[src/deep_sleep_consts.svh]
// constants for the deep sleep sequencer
`ifndef DEEP_SLEEP_CONSTS_SVH
`define DEEP_SLEEP_CONSTS_SVH

// ============================================================
// register word indices (compared with byte address bits 5:2)
`define ADDR_CONTROL 4'h0
`define ADDR_CONFIG 4'h1
`define ADDR_WAKE_LOW 4'h2
`define ADDR_WAKE_HIGH 4'h3
`define ADDR_WDT_CTRL 4'h4
`define ADDR_RESET_CTRL 4'h5
`define ADDR_CLOCK_STAT 4'h6

// ============================================================
// config byte three low fields
`define CFG_WDT_CLK_BIT 0
`define CFG_CAL_CLK_BIT 1
`define CFG_BOR_EN_BIT 2
`define CFG_WDT_EN_BIT 3
`define CFG_PS_LSB 4
`define CFG_RESET 8'hFF

// ============================================================
// wake source low-status bit positions
`define WAKE_PIN_BIT 0
`define WAKE_WDT_BIT 1
`define WAKE_CAL_BIT 2
`define WAKE_ULP_BIT 3
`define WAKE_BOR_BIT 4
`define WAKE_POR_BIT 5
// high status: external interrupt zero
`define WAKE_EXTERNAL_INTERRUPT_ZERO_BIT 0

// watchdog control reg: deep sleep exit flag
`define WDT_DS_BIT 3

// reset control reg flags (low five bits, active high here)
`define RST_BOR_BIT 0
`define RST_POR_BIT 1
`define RST_PD_BIT 2
`define RST_WDT_BIT 3
`define RST_INSTR_BIT 4

// ============================================================
// interrupt vectors
`define VEC_RESET 16'h0000
`define VEC_HIGH 16'h0008
`define VEC_LOW 16'h0018

// shortest watchdog time-out, microseconds
`define WDT_MIN_US 2100
`define CLK_MHZ 125
`define PS_STEPS 16

`endif

[src/deep_sleep_pkg.sv]
// types for the deep sleep sequencer
package deep_sleep_pkg;
   typedef enum logic [4:0] {
      ST_RUN = 5'h01,
      ST_SECONDARY_CLOCK_RUN_MODE = 5'h02,
      ST_SWITCH = 5'h04,
      ST_DEEP = 5'h08,
      ST_WAKE_RST = 5'h10
   } pm_state_e;

   typedef enum logic [3:0] {
      RC_NONE = 4'h0,
      RC_POR = 4'h1,
      RC_PIN_RUN = 4'h2,
      RC_PIN_PM = 4'h3,
      RC_WDT = 4'h4,
      RC_CFG_MISMATCH = 4'h5,
      RC_BOR = 4'h6,
      RC_INSTR = 4'h7,
      RC_STACK_FULL = 4'h8,
      RC_STACK_UNDER = 4'h9,
      RC_DEEP = 4'hA
   } reset_cause_e;
endpackage

[src/deep_sleep_wake_reset.sv]
// deep sleep wake sequencer, watchdog and reset-cause tracking
// ============================================================
//
// The implementer's own choices: the address map and the Wishbone interface to the registers.
`timescale 1ns/1ps
`default_nettype none
`include "deep_sleep_consts.svh"

module deep_sleep_wake_reset
   import deep_sleep_pkg::*;
#(
   parameter int WDT_BASE_CYCLES = (`WDT_MIN_US * `CLK_MHZ)
) (
   input wire logic mclk,
   input wire logic srst,
   // wishbone classic slave
   input wire logic wb_cyc_i,
   input wire logic wb_stb_i,
   input wire logic wb_we_i,
   input wire logic [5:0] wb_adr_i,
   input wire logic [3:0] wb_sel_i,
   input wire logic [31:0] wb_dat_i,
   output logic [31:0] wb_dat_o,
   output logic wb_ack_o,
   // asynchronous wake and reset event pins
   input wire logic master_clear_pin,
   input wire logic por_event,
   input wire logic bor_event,
   input wire logic calendar_alarm,
   input wire logic external_interrupt_zero,
   input wire logic ultra_low_power_wake,
   // events from the core and the oscillators, same clock
   input wire logic sleep_req,
   input wire logic irq_pending,
   input wire logic irq_high,
   input wire logic global_high_irq_enable,
   input wire logic global_low_irq_enable,
   input wire logic [15:0] pc_in,
   input wire logic wdt_reset_event,
   input wire logic cfg_mismatch_event,
   input wire logic reset_instr_event,
   input wire logic stack_full_event,
   input wire logic stack_under_event,
   input wire logic primary_ready,
   input wire logic rc_tick,
   input wire logic sec_tick,
   // outputs
   output logic core_reset,
   output logic [15:0] pc_load,
   output logic pc_load_en,
   output logic [15:0] stack_push_data,
   output logic stack_push_en,
   output logic primary_clock_run_mode,
   output logic secondary_osc_enable,
   output logic calendar_tick,
   output logic deep_sleep_brownout_detector,
   output logic sleep_abort,
   output logic [3:0] reset_cause
);

   // ============================================================
   // pin synchronisers: three stages, change accepted when 2 and 3 agree
   localparam int NPIN = 6;
   logic [NPIN-1:0] pin_raw;
   logic [NPIN-1:0] s1_q, s2_q, s3_q, pin_q, pin_d;
   assign pin_raw = {bor_event, ultra_low_power_wake, external_interrupt_zero,
                     calendar_alarm, por_event, master_clear_pin};

   always_comb begin
      pin_d = pin_q;
      for (int i = 0; i < NPIN; i++) begin
         if (s2_q[i] == s3_q[i]) begin
            pin_d[i] = s3_q[i];
         end
      end
   end

   always_ff @(posedge mclk) begin
      if (srst) begin
         s1_q <= '0;
         s2_q <= '0;
         s3_q <= '0;
         pin_q <= '0;
      end else begin
         s1_q <= pin_raw;
         s2_q <= s1_q;
         s3_q <= s2_q;
         pin_q <= pin_d;
      end
   end

   logic master_clear_pin_s, por_s, alarm_s, external_interrupt_zero_s, ulp_s, bor_s;
   assign {bor_s, ulp_s, external_interrupt_zero_s, alarm_s, por_s, master_clear_pin_s} = pin_q;

   // ============================================================
   // register state
   logic [7:0] config_byte_three_low_q, config_byte_three_low_d;
   logic idle_on_sleep_enable_q, idle_on_sleep_enable_d;
   logic [1:0] system_clock_select_q, system_clock_select_d;
   logic sec_osc_en_q, sec_osc_en_d;
   logic leave_sec_q, leave_sec_d;
   logic [7:0] wake_source_status_low_q, wake_source_status_low_d;
   logic [7:0] wake_source_status_high_q, wake_source_status_high_d;
   logic deep_sleep_exit_flag_q, deep_sleep_exit_flag_d;
   logic [4:0] reset_control_reg_q, reset_control_reg_d;
   logic secondary_clock_active_flag_q, secondary_clock_active_flag_d;
   logic osc_startup_done_flag_q, osc_startup_done_flag_d;
   pm_state_e state_q, state_d;
   reset_cause_e cause_q, cause_d;
   logic [31:0] wdt_pre_q, wdt_pre_d;
   logic [3:0] wdt_post_q, wdt_post_d;
   logic [31:0] dat_q, dat_d;
   logic ack_q, ack_d;
   logic core_rst_q, core_rst_d;
   logic [15:0] pc_q, pc_d, push_q, push_d;
   logic pc_en_q, pc_en_d, push_en_q, push_en_d, abort_q, abort_d;
   logic cal_tick_q, cal_tick_d, bor_act_q, bor_act_d;

   logic wr, rd, wdt_tick, wdt_expire, any_wake;
   logic [5:0] wake_vec;
   logic [3:0] ps_sel;
   assign wr = wb_cyc_i & wb_stb_i & wb_we_i & ~ack_q & wb_sel_i[0];
   assign rd = wb_cyc_i & wb_stb_i & ~ack_q;
   assign ps_sel = config_byte_three_low_q[`CFG_PS_LSB +: 4];
   assign wdt_tick = config_byte_three_low_q[`CFG_WDT_CLK_BIT] ? sec_tick : rc_tick;
   assign wdt_expire = config_byte_three_low_q[`CFG_WDT_EN_BIT] &&
                       (wdt_post_q >= ps_sel) && (wdt_pre_q == WDT_BASE_CYCLES - 1);
   assign wake_vec = {ulp_s, wdt_expire, external_interrupt_zero_s, alarm_s, por_s, master_clear_pin_s};
   assign any_wake = |wake_vec;

   // ============================================================
   // next-state logic
   always_comb begin
      config_byte_three_low_d = config_byte_three_low_q;
      idle_on_sleep_enable_d = idle_on_sleep_enable_q;
      system_clock_select_d = system_clock_select_q;
      sec_osc_en_d = sec_osc_en_q;
      leave_sec_d = 1'b0;
      wake_source_status_low_d = wake_source_status_low_q;
      wake_source_status_high_d = wake_source_status_high_q;
      deep_sleep_exit_flag_d = deep_sleep_exit_flag_q;
      reset_control_reg_d = reset_control_reg_q;
      secondary_clock_active_flag_d = secondary_clock_active_flag_q;
      osc_startup_done_flag_d = osc_startup_done_flag_q;
      state_d = state_q;
      cause_d = cause_q;
      wdt_pre_d = wdt_pre_q;
      wdt_post_d = wdt_post_q;
      core_rst_d = 1'b0;
      pc_d = pc_q;
      pc_en_d = 1'b0;
      push_d = push_q;
      push_en_d = 1'b0;
      abort_d = 1'b0;
      cal_tick_d = config_byte_three_low_q[`CFG_CAL_CLK_BIT] ? sec_tick : rc_tick;
      bor_act_d = (state_q == ST_DEEP) && config_byte_three_low_q[`CFG_BOR_EN_BIT];
      ack_d = wb_cyc_i & wb_stb_i & ~ack_q;
      dat_d = 32'h0000_0000;

      // software writes; hardware sets below override clears
      if (wr) begin
         case (wb_adr_i[5:2])
            `ADDR_CONTROL: begin
               idle_on_sleep_enable_d = wb_dat_i[0];
               system_clock_select_d = wb_dat_i[2:1];
               sec_osc_en_d = wb_dat_i[3];
               leave_sec_d = wb_dat_i[4];
            end
            `ADDR_CONFIG: config_byte_three_low_d = wb_dat_i[7:0];
            `ADDR_WDT_CTRL: begin
               if (!wb_dat_i[`WDT_DS_BIT]) begin
                  deep_sleep_exit_flag_d = 1'b0;
               end
            end
            `ADDR_RESET_CTRL: reset_control_reg_d = reset_control_reg_q & wb_dat_i[4:0];
            default: ;
         endcase
      end

      if (rd) begin
         case (wb_adr_i[5:2])
            `ADDR_CONTROL: dat_d = {28'h0, sec_osc_en_q, system_clock_select_q,
                                    idle_on_sleep_enable_q};
            `ADDR_CONFIG: dat_d = {24'h0, config_byte_three_low_q};
            `ADDR_WAKE_LOW: dat_d = {24'h0, wake_source_status_low_q};
            `ADDR_WAKE_HIGH: dat_d = {24'h0, wake_source_status_high_q};
            `ADDR_WDT_CTRL: dat_d = {28'h0, deep_sleep_exit_flag_q, 3'h0};
            `ADDR_RESET_CTRL: dat_d = {23'h0, cause_q, reset_control_reg_q};
            `ADDR_CLOCK_STAT: dat_d = {29'h0, state_q == ST_RUN,
                                       osc_startup_done_flag_q,
                                       secondary_clock_active_flag_q};
            default: dat_d = 32'h0000_0000;
         endcase
      end

      // run-time reset events
      if (wdt_reset_event) begin
         reset_control_reg_d[`RST_WDT_BIT] = 1'b1;
         cause_d = RC_WDT;
      end
      if (cfg_mismatch_event) cause_d = RC_CFG_MISMATCH;
      if (stack_full_event) cause_d = RC_STACK_FULL;
      if (stack_under_event) cause_d = RC_STACK_UNDER;
      if (reset_instr_event) begin
         reset_control_reg_d[`RST_INSTR_BIT] = 1'b1;
         cause_d = RC_INSTR;
      end
      if (bor_s && state_q != ST_DEEP) begin
         reset_control_reg_d[`RST_BOR_BIT] = 1'b1;
         cause_d = RC_BOR;
      end
      if (master_clear_pin_s && state_q != ST_DEEP) begin
         cause_d = (state_q == ST_SECONDARY_CLOCK_RUN_MODE || state_q == ST_SWITCH) ? RC_PIN_PM : RC_PIN_RUN;
      end

      // watchdog postscaler: tick count chained into postscale stages
      if (state_q == ST_DEEP && config_byte_three_low_q[`CFG_WDT_EN_BIT] && wdt_tick) begin
         if (wdt_pre_q == WDT_BASE_CYCLES - 1) begin
            wdt_pre_d = 32'h0;
            if (wdt_post_q < ps_sel) wdt_post_d = wdt_post_q + 4'h1;
         end else begin
            wdt_pre_d = wdt_pre_q + 32'h1;
         end
      end

      case (state_q)
         ST_RUN: begin
            if (system_clock_select_d == 2'h1 && system_clock_select_q != 2'h1) begin
               state_d = ST_SECONDARY_CLOCK_RUN_MODE;
               secondary_clock_active_flag_d = 1'b1;
               osc_startup_done_flag_d = 1'b0;
            end
            if (sleep_req) begin
               if (irq_pending) begin
                  abort_d = 1'b1;
               end else begin
                  state_d = ST_DEEP;
                  wake_source_status_low_d = 8'h00;
                  wake_source_status_high_d = 8'h00;
                  wdt_pre_d = 32'h0;
                  wdt_post_d = 4'h0;
               end
            end
         end
         ST_SECONDARY_CLOCK_RUN_MODE: begin
            if (leave_sec_q) state_d = ST_SWITCH;
         end
         ST_SWITCH: begin
            // stay on secondary clock until primary is ready
            if (primary_ready) begin
               state_d = ST_RUN;
               secondary_clock_active_flag_d = 1'b0;
               osc_startup_done_flag_d = 1'b1;
               // idle, select and osc enable untouched
               if (irq_pending && (global_high_irq_enable || global_low_irq_enable)) begin
                  push_d = pc_in;
                  push_en_d = 1'b1;
                  pc_d = irq_high ? `VEC_HIGH : `VEC_LOW;
                  pc_en_d = 1'b1;
               end
            end
         end
         ST_DEEP: begin
            // logging only here, so events before entry never show
            if (any_wake) begin
               wake_source_status_low_d[`WAKE_PIN_BIT] = master_clear_pin_s;
               wake_source_status_low_d[`WAKE_POR_BIT] = por_s & ~master_clear_pin_s;
               wake_source_status_low_d[`WAKE_CAL_BIT] = alarm_s & ~|wake_vec[1:0];
               wake_source_status_high_d[`WAKE_EXTERNAL_INTERRUPT_ZERO_BIT] = external_interrupt_zero_s & ~|wake_vec[2:0];
               wake_source_status_low_d[`WAKE_WDT_BIT] = wdt_expire & ~|wake_vec[3:0];
               wake_source_status_low_d[`WAKE_ULP_BIT] = ulp_s & ~|wake_vec[4:0];
               state_d = ST_WAKE_RST;
            end else if (bor_s && config_byte_three_low_q[`CFG_BOR_EN_BIT]) begin
               wake_source_status_low_d[`WAKE_BOR_BIT] = 1'b1;
               state_d = ST_WAKE_RST;
            end
         end
         ST_WAKE_RST: begin
            // full power-on reset; wake flags kept
            core_rst_d = 1'b1;
            pc_d = `VEC_RESET;
            pc_en_d = 1'b1;
            deep_sleep_exit_flag_d = 1'b1;
            reset_control_reg_d[`RST_POR_BIT] = 1'b1;
            reset_control_reg_d[`RST_PD_BIT] = 1'b1;
            cause_d = RC_DEEP;
            state_d = ST_RUN;
         end
         default: state_d = ST_RUN;
      endcase
   end

   // ============================================================
   // registers
   always_ff @(posedge mclk) begin
      if (srst) begin
         config_byte_three_low_q <= `CFG_RESET;
         idle_on_sleep_enable_q <= 1'b0;
         system_clock_select_q <= 2'h0;
         sec_osc_en_q <= 1'b0;
         leave_sec_q <= 1'b0;
         wake_source_status_low_q <= 8'h00;
         wake_source_status_high_q <= 8'h00;
         deep_sleep_exit_flag_q <= 1'b0;
         reset_control_reg_q <= 5'h02;
         secondary_clock_active_flag_q <= 1'b0;
         osc_startup_done_flag_q <= 1'b1;
         state_q <= ST_RUN;
         cause_q <= RC_POR;
         wdt_pre_q <= 32'h0;
         wdt_post_q <= 4'h0;
         dat_q <= 32'h0;
         ack_q <= 1'b0;
         core_rst_q <= 1'b0;
         pc_q <= `VEC_RESET;
         pc_en_q <= 1'b0;
         push_q <= 16'h0000;
         push_en_q <= 1'b0;
         abort_q <= 1'b0;
         cal_tick_q <= 1'b0;
         bor_act_q <= 1'b0;
      end else begin
         config_byte_three_low_q <= config_byte_three_low_d;
         idle_on_sleep_enable_q <= idle_on_sleep_enable_d;
         system_clock_select_q <= system_clock_select_d;
         sec_osc_en_q <= sec_osc_en_d;
         leave_sec_q <= leave_sec_d;
         wake_source_status_low_q <= wake_source_status_low_d;
         wake_source_status_high_q <= wake_source_status_high_d;
         deep_sleep_exit_flag_q <= deep_sleep_exit_flag_d;
         reset_control_reg_q <= reset_control_reg_d;
         secondary_clock_active_flag_q <= secondary_clock_active_flag_d;
         osc_startup_done_flag_q <= osc_startup_done_flag_d;
         state_q <= state_d;
         cause_q <= cause_d;
         wdt_pre_q <= wdt_pre_d;
         wdt_post_q <= wdt_post_d;
         dat_q <= dat_d;
         ack_q <= ack_d;
         core_rst_q <= core_rst_d;
         pc_q <= pc_d;
         pc_en_q <= pc_en_d;
         push_q <= push_d;
         push_en_q <= push_en_d;
         abort_q <= abort_d;
         cal_tick_q <= cal_tick_d;
         bor_act_q <= bor_act_d;
      end
   end

   assign wb_dat_o = dat_q;
   assign wb_ack_o = ack_q;
   assign core_reset = core_rst_q;
   assign pc_load = pc_q;
   assign pc_load_en = pc_en_q;
   assign stack_push_data = push_q;
   assign stack_push_en = push_en_q;
   assign secondary_osc_enable = sec_osc_en_q;
   assign calendar_tick = cal_tick_q;
   assign deep_sleep_brownout_detector = bor_act_q;
   assign sleep_abort = abort_q;
   assign reset_cause = cause_q;

   // registered run flag
   logic prim_q;
   always_ff @(posedge mclk) begin
      if (srst) begin
         prim_q <= 1'b1;
      end else begin
         prim_q <= (state_d == ST_RUN);
      end
   end
   assign primary_clock_run_mode = prim_q;

endmodule // deep_sleep_wake_reset
`default_nettype wire

[config.mk]
export PLATFORM = sky130hd
export DESIGN_NAME = deep_sleep_wake_reset
export DESIGN_NICKNAME = d
export VERILOG_FILES = /design/src/deep_sleep_pkg.sv /design/src/deep_sleep_wake_reset.sv
export VERILOG_INCLUDE_DIRS = /design/src
export SDC_FILE = /design/constraint.sdc
export NUM_CORES = 1
export LEC_CHECK = 0
export BUFFER_PORTS_ARGS = -buffer_cell sky130_fd_sc_hd__buf_2
export CORE_ASPECT_RATIO = 1.2
export CORE_UTILIZATION = 40
export CTS_BUF_LIST = sky130_fd_sc_hd__clkbuf_8
export DETAILED_ROUTE_END_ITERATION = 7
export GPL_TIMING_DRIVEN = 0
export HOLD_SLACK_MARGIN = 0.06
export PLACE_DENSITY = 0.67
export SLEW_MARGIN = 20
export SYNTH_ARGS = -nofsm -noshare
export SYNTH_HDL_FRONTEND = slang
export SYNTH_SLANG_ARGS = --single-unit
[constraint.sdc]
create_clock -name mclk -period 2.07 [get_ports mclk]
set_clock_uncertainty 0.05 [all_clocks]
set_input_delay 0.414 -clock mclk [delete_from_list [all_inputs] [get_ports mclk]]
set_output_delay 0.414 -clock mclk [all_outputs]
set_load 0.01 [all_outputs]
==> flow_metrics.env <==
export IMPL_post_synth_top_area_cell="dfxtp_1"
export IMPL_cts_path_max_buffers=2
export IMPL_via_per_inst=4.90
export IMPL_placementRows=47
export IMPL_grt_max_degree=17
export IMPL_whs_path_depth=2
export IMPL_antenna_found_initial=0
export IMPL_hp_class="in -> reg"
export IMPL_grt_pass1_vias=4398
export IMPL_port_buffers=91
export IMPL_path_cells="and4_4 > and4_1 > and3_1 > buf_4 > nand2_1 > or3_1 > a21oi_1"
export IMPL_die_w_um=111
export IMPL_first_iter_violations=333
export IMPL_cp_required_ns=2.39
export IMPL_startpoint="wdt_pre_q[6]"
export IMPL_root_buffer="clkbuf_8"
export IMPL_synth_cells=644
export IMPL_ys_top_cells_by_area="dfxtp_1 46%, nor2_1 5.3%, buf_4 5.2%"
export IMPL_cp_slowest_stage_delay_ns=0.41
export IMPL_die_height_um=133
export IMPL_htreeDepth=4
export IMPL_fmax_mhz=506
export IMPL_worstPathMaxFanout=8
export IMPL_final_max_slew_violation_count=0
export IMPL_status="finished, violations left"
export IMPL_violations="design-rule violations"
export IMPL_wl_per_cell_um=13.3
export IMPL_clk_pin_slew_ns=0.08
export IMPL_reg2regPathDepth=7
export IMPL_clkSinkCount=132
export IMPL_peakVddDrop_uv=377
export IMPL_num_antenna_cells=0
export IMPL_postLayoutCellArea_sq_mm=0.00720
export IMPL_setup_tns_ns=0
export IMPL_post_dp_cell_area_sq_mm=0.00656
export IMPL_critPathBufInv=1
export IMPL_critPathKind="reg -> reg"
export IMPL_syn_area_sq_mm=0.00575
export IMPL_drtPass1Iterations=6
export IMPL_syn_avg_cell_area_sq_um=8.94
export IMPL_cp_end_kind="register"
export IMPL_p_per_area_mw_per_mm2=749
export IMPL_reg2reg_to="wdt_pre_q[30]"
export IMPL_worst_slew_margin_rel=0.625
export IMPL_cts_tree="yes"
export IMPL_cp_arrival_ns=2.30
export IMPL_boundaryPins=159
export IMPL_synth_warnings=0
export IMPL_min_period_ns=1.98
export IMPL_grt_pass1_wl_um=21300
export IMPL_synthDistinctLibCells=64
export IMPL_finalHoldViolations=0
export IMPL_rsz0062_at_grt="true"
export IMPL_core_sq_mm=0.0139
export IMPL_grt_total_usage=0.181
export IMPL_routed_wirelength_um=13100
export IMPL_area_growth_pct=25.1
export IMPL_async_flop_share=0
export IMPL_cap_viol_max_count=0
export IMPL_synth_seq_cells=132
export IMPL_synth_flop_cell="dfxtp_1"
export IMPL_drive_gt1_frac=0.272
export IMPL_ys_seq_area_frac=0.459
export IMPL_clkLatencyLatePin_ns=0.44
export IMPL_slowest_stage="dfxtp_1"
export IMPL_grt_overflow=0
export IMPL_drcViolationCount=4
export IMPL_p_leak_nw=3.05
export IMPL_fin_nets=883
export IMPL_initial_core_util=0.413
export IMPL_startpoint_type="register"
export IMPL_worstHoldEndpoint="pc_load[4]"
export IMPL_rr_startpoint="wdt_pre_q[6]"
export IMPL_hp_start="irq_high"
export IMPL_worstMarginPinSlew_ns=0.562
export IMPL_postLayoutCoreUtil=0.517
export IMPL_mostFrequentLayoutCells="124 x dfxtp_1, 94 x buf_2, 82 x nor2_1"
export IMPL_crit_family="simple AND/OR/NAND/NOR gates"
export IMPL_vias=4798
export IMPL_setup_viol=0
export IMPL_synth_edf_count=0
export IMPL_hpwl_um=9520
export IMPL_finalCritPeriodShare=0.954
export IMPL_synth_top_area_frac=0.459
export IMPL_cts_buffers_inserted=17
export IMPL_final_common_cell="dfxtp_1"
export IMPL_r2r_slack_ns=0.09
export IMPL_ant_nets=0
export IMPL_place_gp_congestion=0.842
export IMPL_die_area_sq_mm=0.0149
Yosys cell counts (all sizes together) (3+ instances only):
master	number
a22oi	6
buf	48
a31oi	5
nand2b	7
a211oi	6
mux2i	11
a211o	10
nor3b	5
or3	4
or2	3
nor2	84
and4	5
xnor2	4
nand3	27
nand4	14
inv	11
dfxtp	132
nor4	7
nand2	62
ha	6
and2	4
o21ai	22
clkbuf	16
and3	9
a21oi	40
nor2b	30
nor3	8
xor2	29
power breakdown:
group	internal, mW	switching [mW]	total (mW)
Sequential	2.57	0.0223	2.59
Combinational	0.166	0.203	0.369
Clock	1.41	1.02	2.43
repair_timing:
action                     CTS  global route
pin swaps                    3            11
setup endpoints to repair   53            58
gates resized for setup     10            28
buffers inserted             2             5
hold buffers                 0             0
sequential cells by signal, indices dropped and copies added (netlist names), 2 cells and up:
| name | count |
|---|---|
| config_byte_three_low_q | 8 |
| pc_load | 2 |
| pin_q | 6 |
| reset_cause | 4 |
| reset_control_reg_q | 5 |
| s1_q | 6 |
| s2_q | 6 |
| s3_q | 6 |
| stack_push_data | 16 |
| state_q | 5 |
| system_clock_select_q | 2 |
| wake_source_status_low_q | 6 |
| wb_dat_o | 9 |
| wdt_post_q | 4 |
| wdt_pre_q | 32 |
per-layer routing:
metal / part of all wire / global-route usage
met5: 0 / 0
met4: 0.019 / 0.0728
met3: 0.047 / 0.0473
met2: 0.50 / 0.307
met1: 0.44 / 0.218
how the worst max path moves through the flow:
stage                                       endpoint  slack [ns]  depth (start not counted)
after global placement                    state_q[2]       -0.18                          8
after floorplan           config_byte_three_low_q[5]        0.12                          6
after global routing                      state_q[2]       -0.01                          8
after CTS                                 state_q[2]       -0.05                          8
after detailed placement                  state_q[2]       -0.22                          8
final                                  wdt_pre_q[30]        0.09                          7
area by class of cell:
cell class	instances	area, sq um
Timing Repair Buffer	98	508
Inverter	11	41.3
Multi-Input combinational cell	473	2900
Clock buffer	20	275
Fill cell	1364	6740
Clock inverter	12	178
Buffer	62	433
Sequential cell	132	2650
Tap cell	171	214
cells by family (layout without fill, tap and decap cells):
family / Yosys count / count (layout) / synth area share
DFF: 132 / 132 / 0.459
xor gates and xnor gates: 33 / 33 / 0.0502
AOI/OAI and AO/OA: 103 / 103 / 0.110
buffers and inverters: 75 / 203 / 0.0824
other: 1 / 37 / 0.000652
and+or+nand+nor: 279 / 279 / 0.253
adders and majority gates: 6 / 6 / 0.0130
muxes: 15 / 15 / 0.0315
stage by stage:
stage | setup WS [ns] | hold slack [ns] | cells | total power [mW]
after floorplan | 0.119 | 0.364 | 680 | 2.89
after global placement | -0.181 | 0.370 | 942 | 3.01
after detailed placement | -0.224 | 0.374 | 942 | 3.01
after CTS | -0.0469 | 0.0673 | 975 | 5.43
after global routing | -0.0132 | 0.0633 | 979 | 5.61
final | 0.0949 | 0.0904 | 979 | 5.39
worst reg2reg max path, stage by stage (launching register included):
cell and delay (ns):
dfxtp_1 0.41, and4_4 0.27, and4_1 0.26, and3_1 0.17, buf_4 0.15, nand2_1 0.10
or3_1 0.36, a21oi_1 0.15
Note: power is estimated with default switching activity, not from simulation.
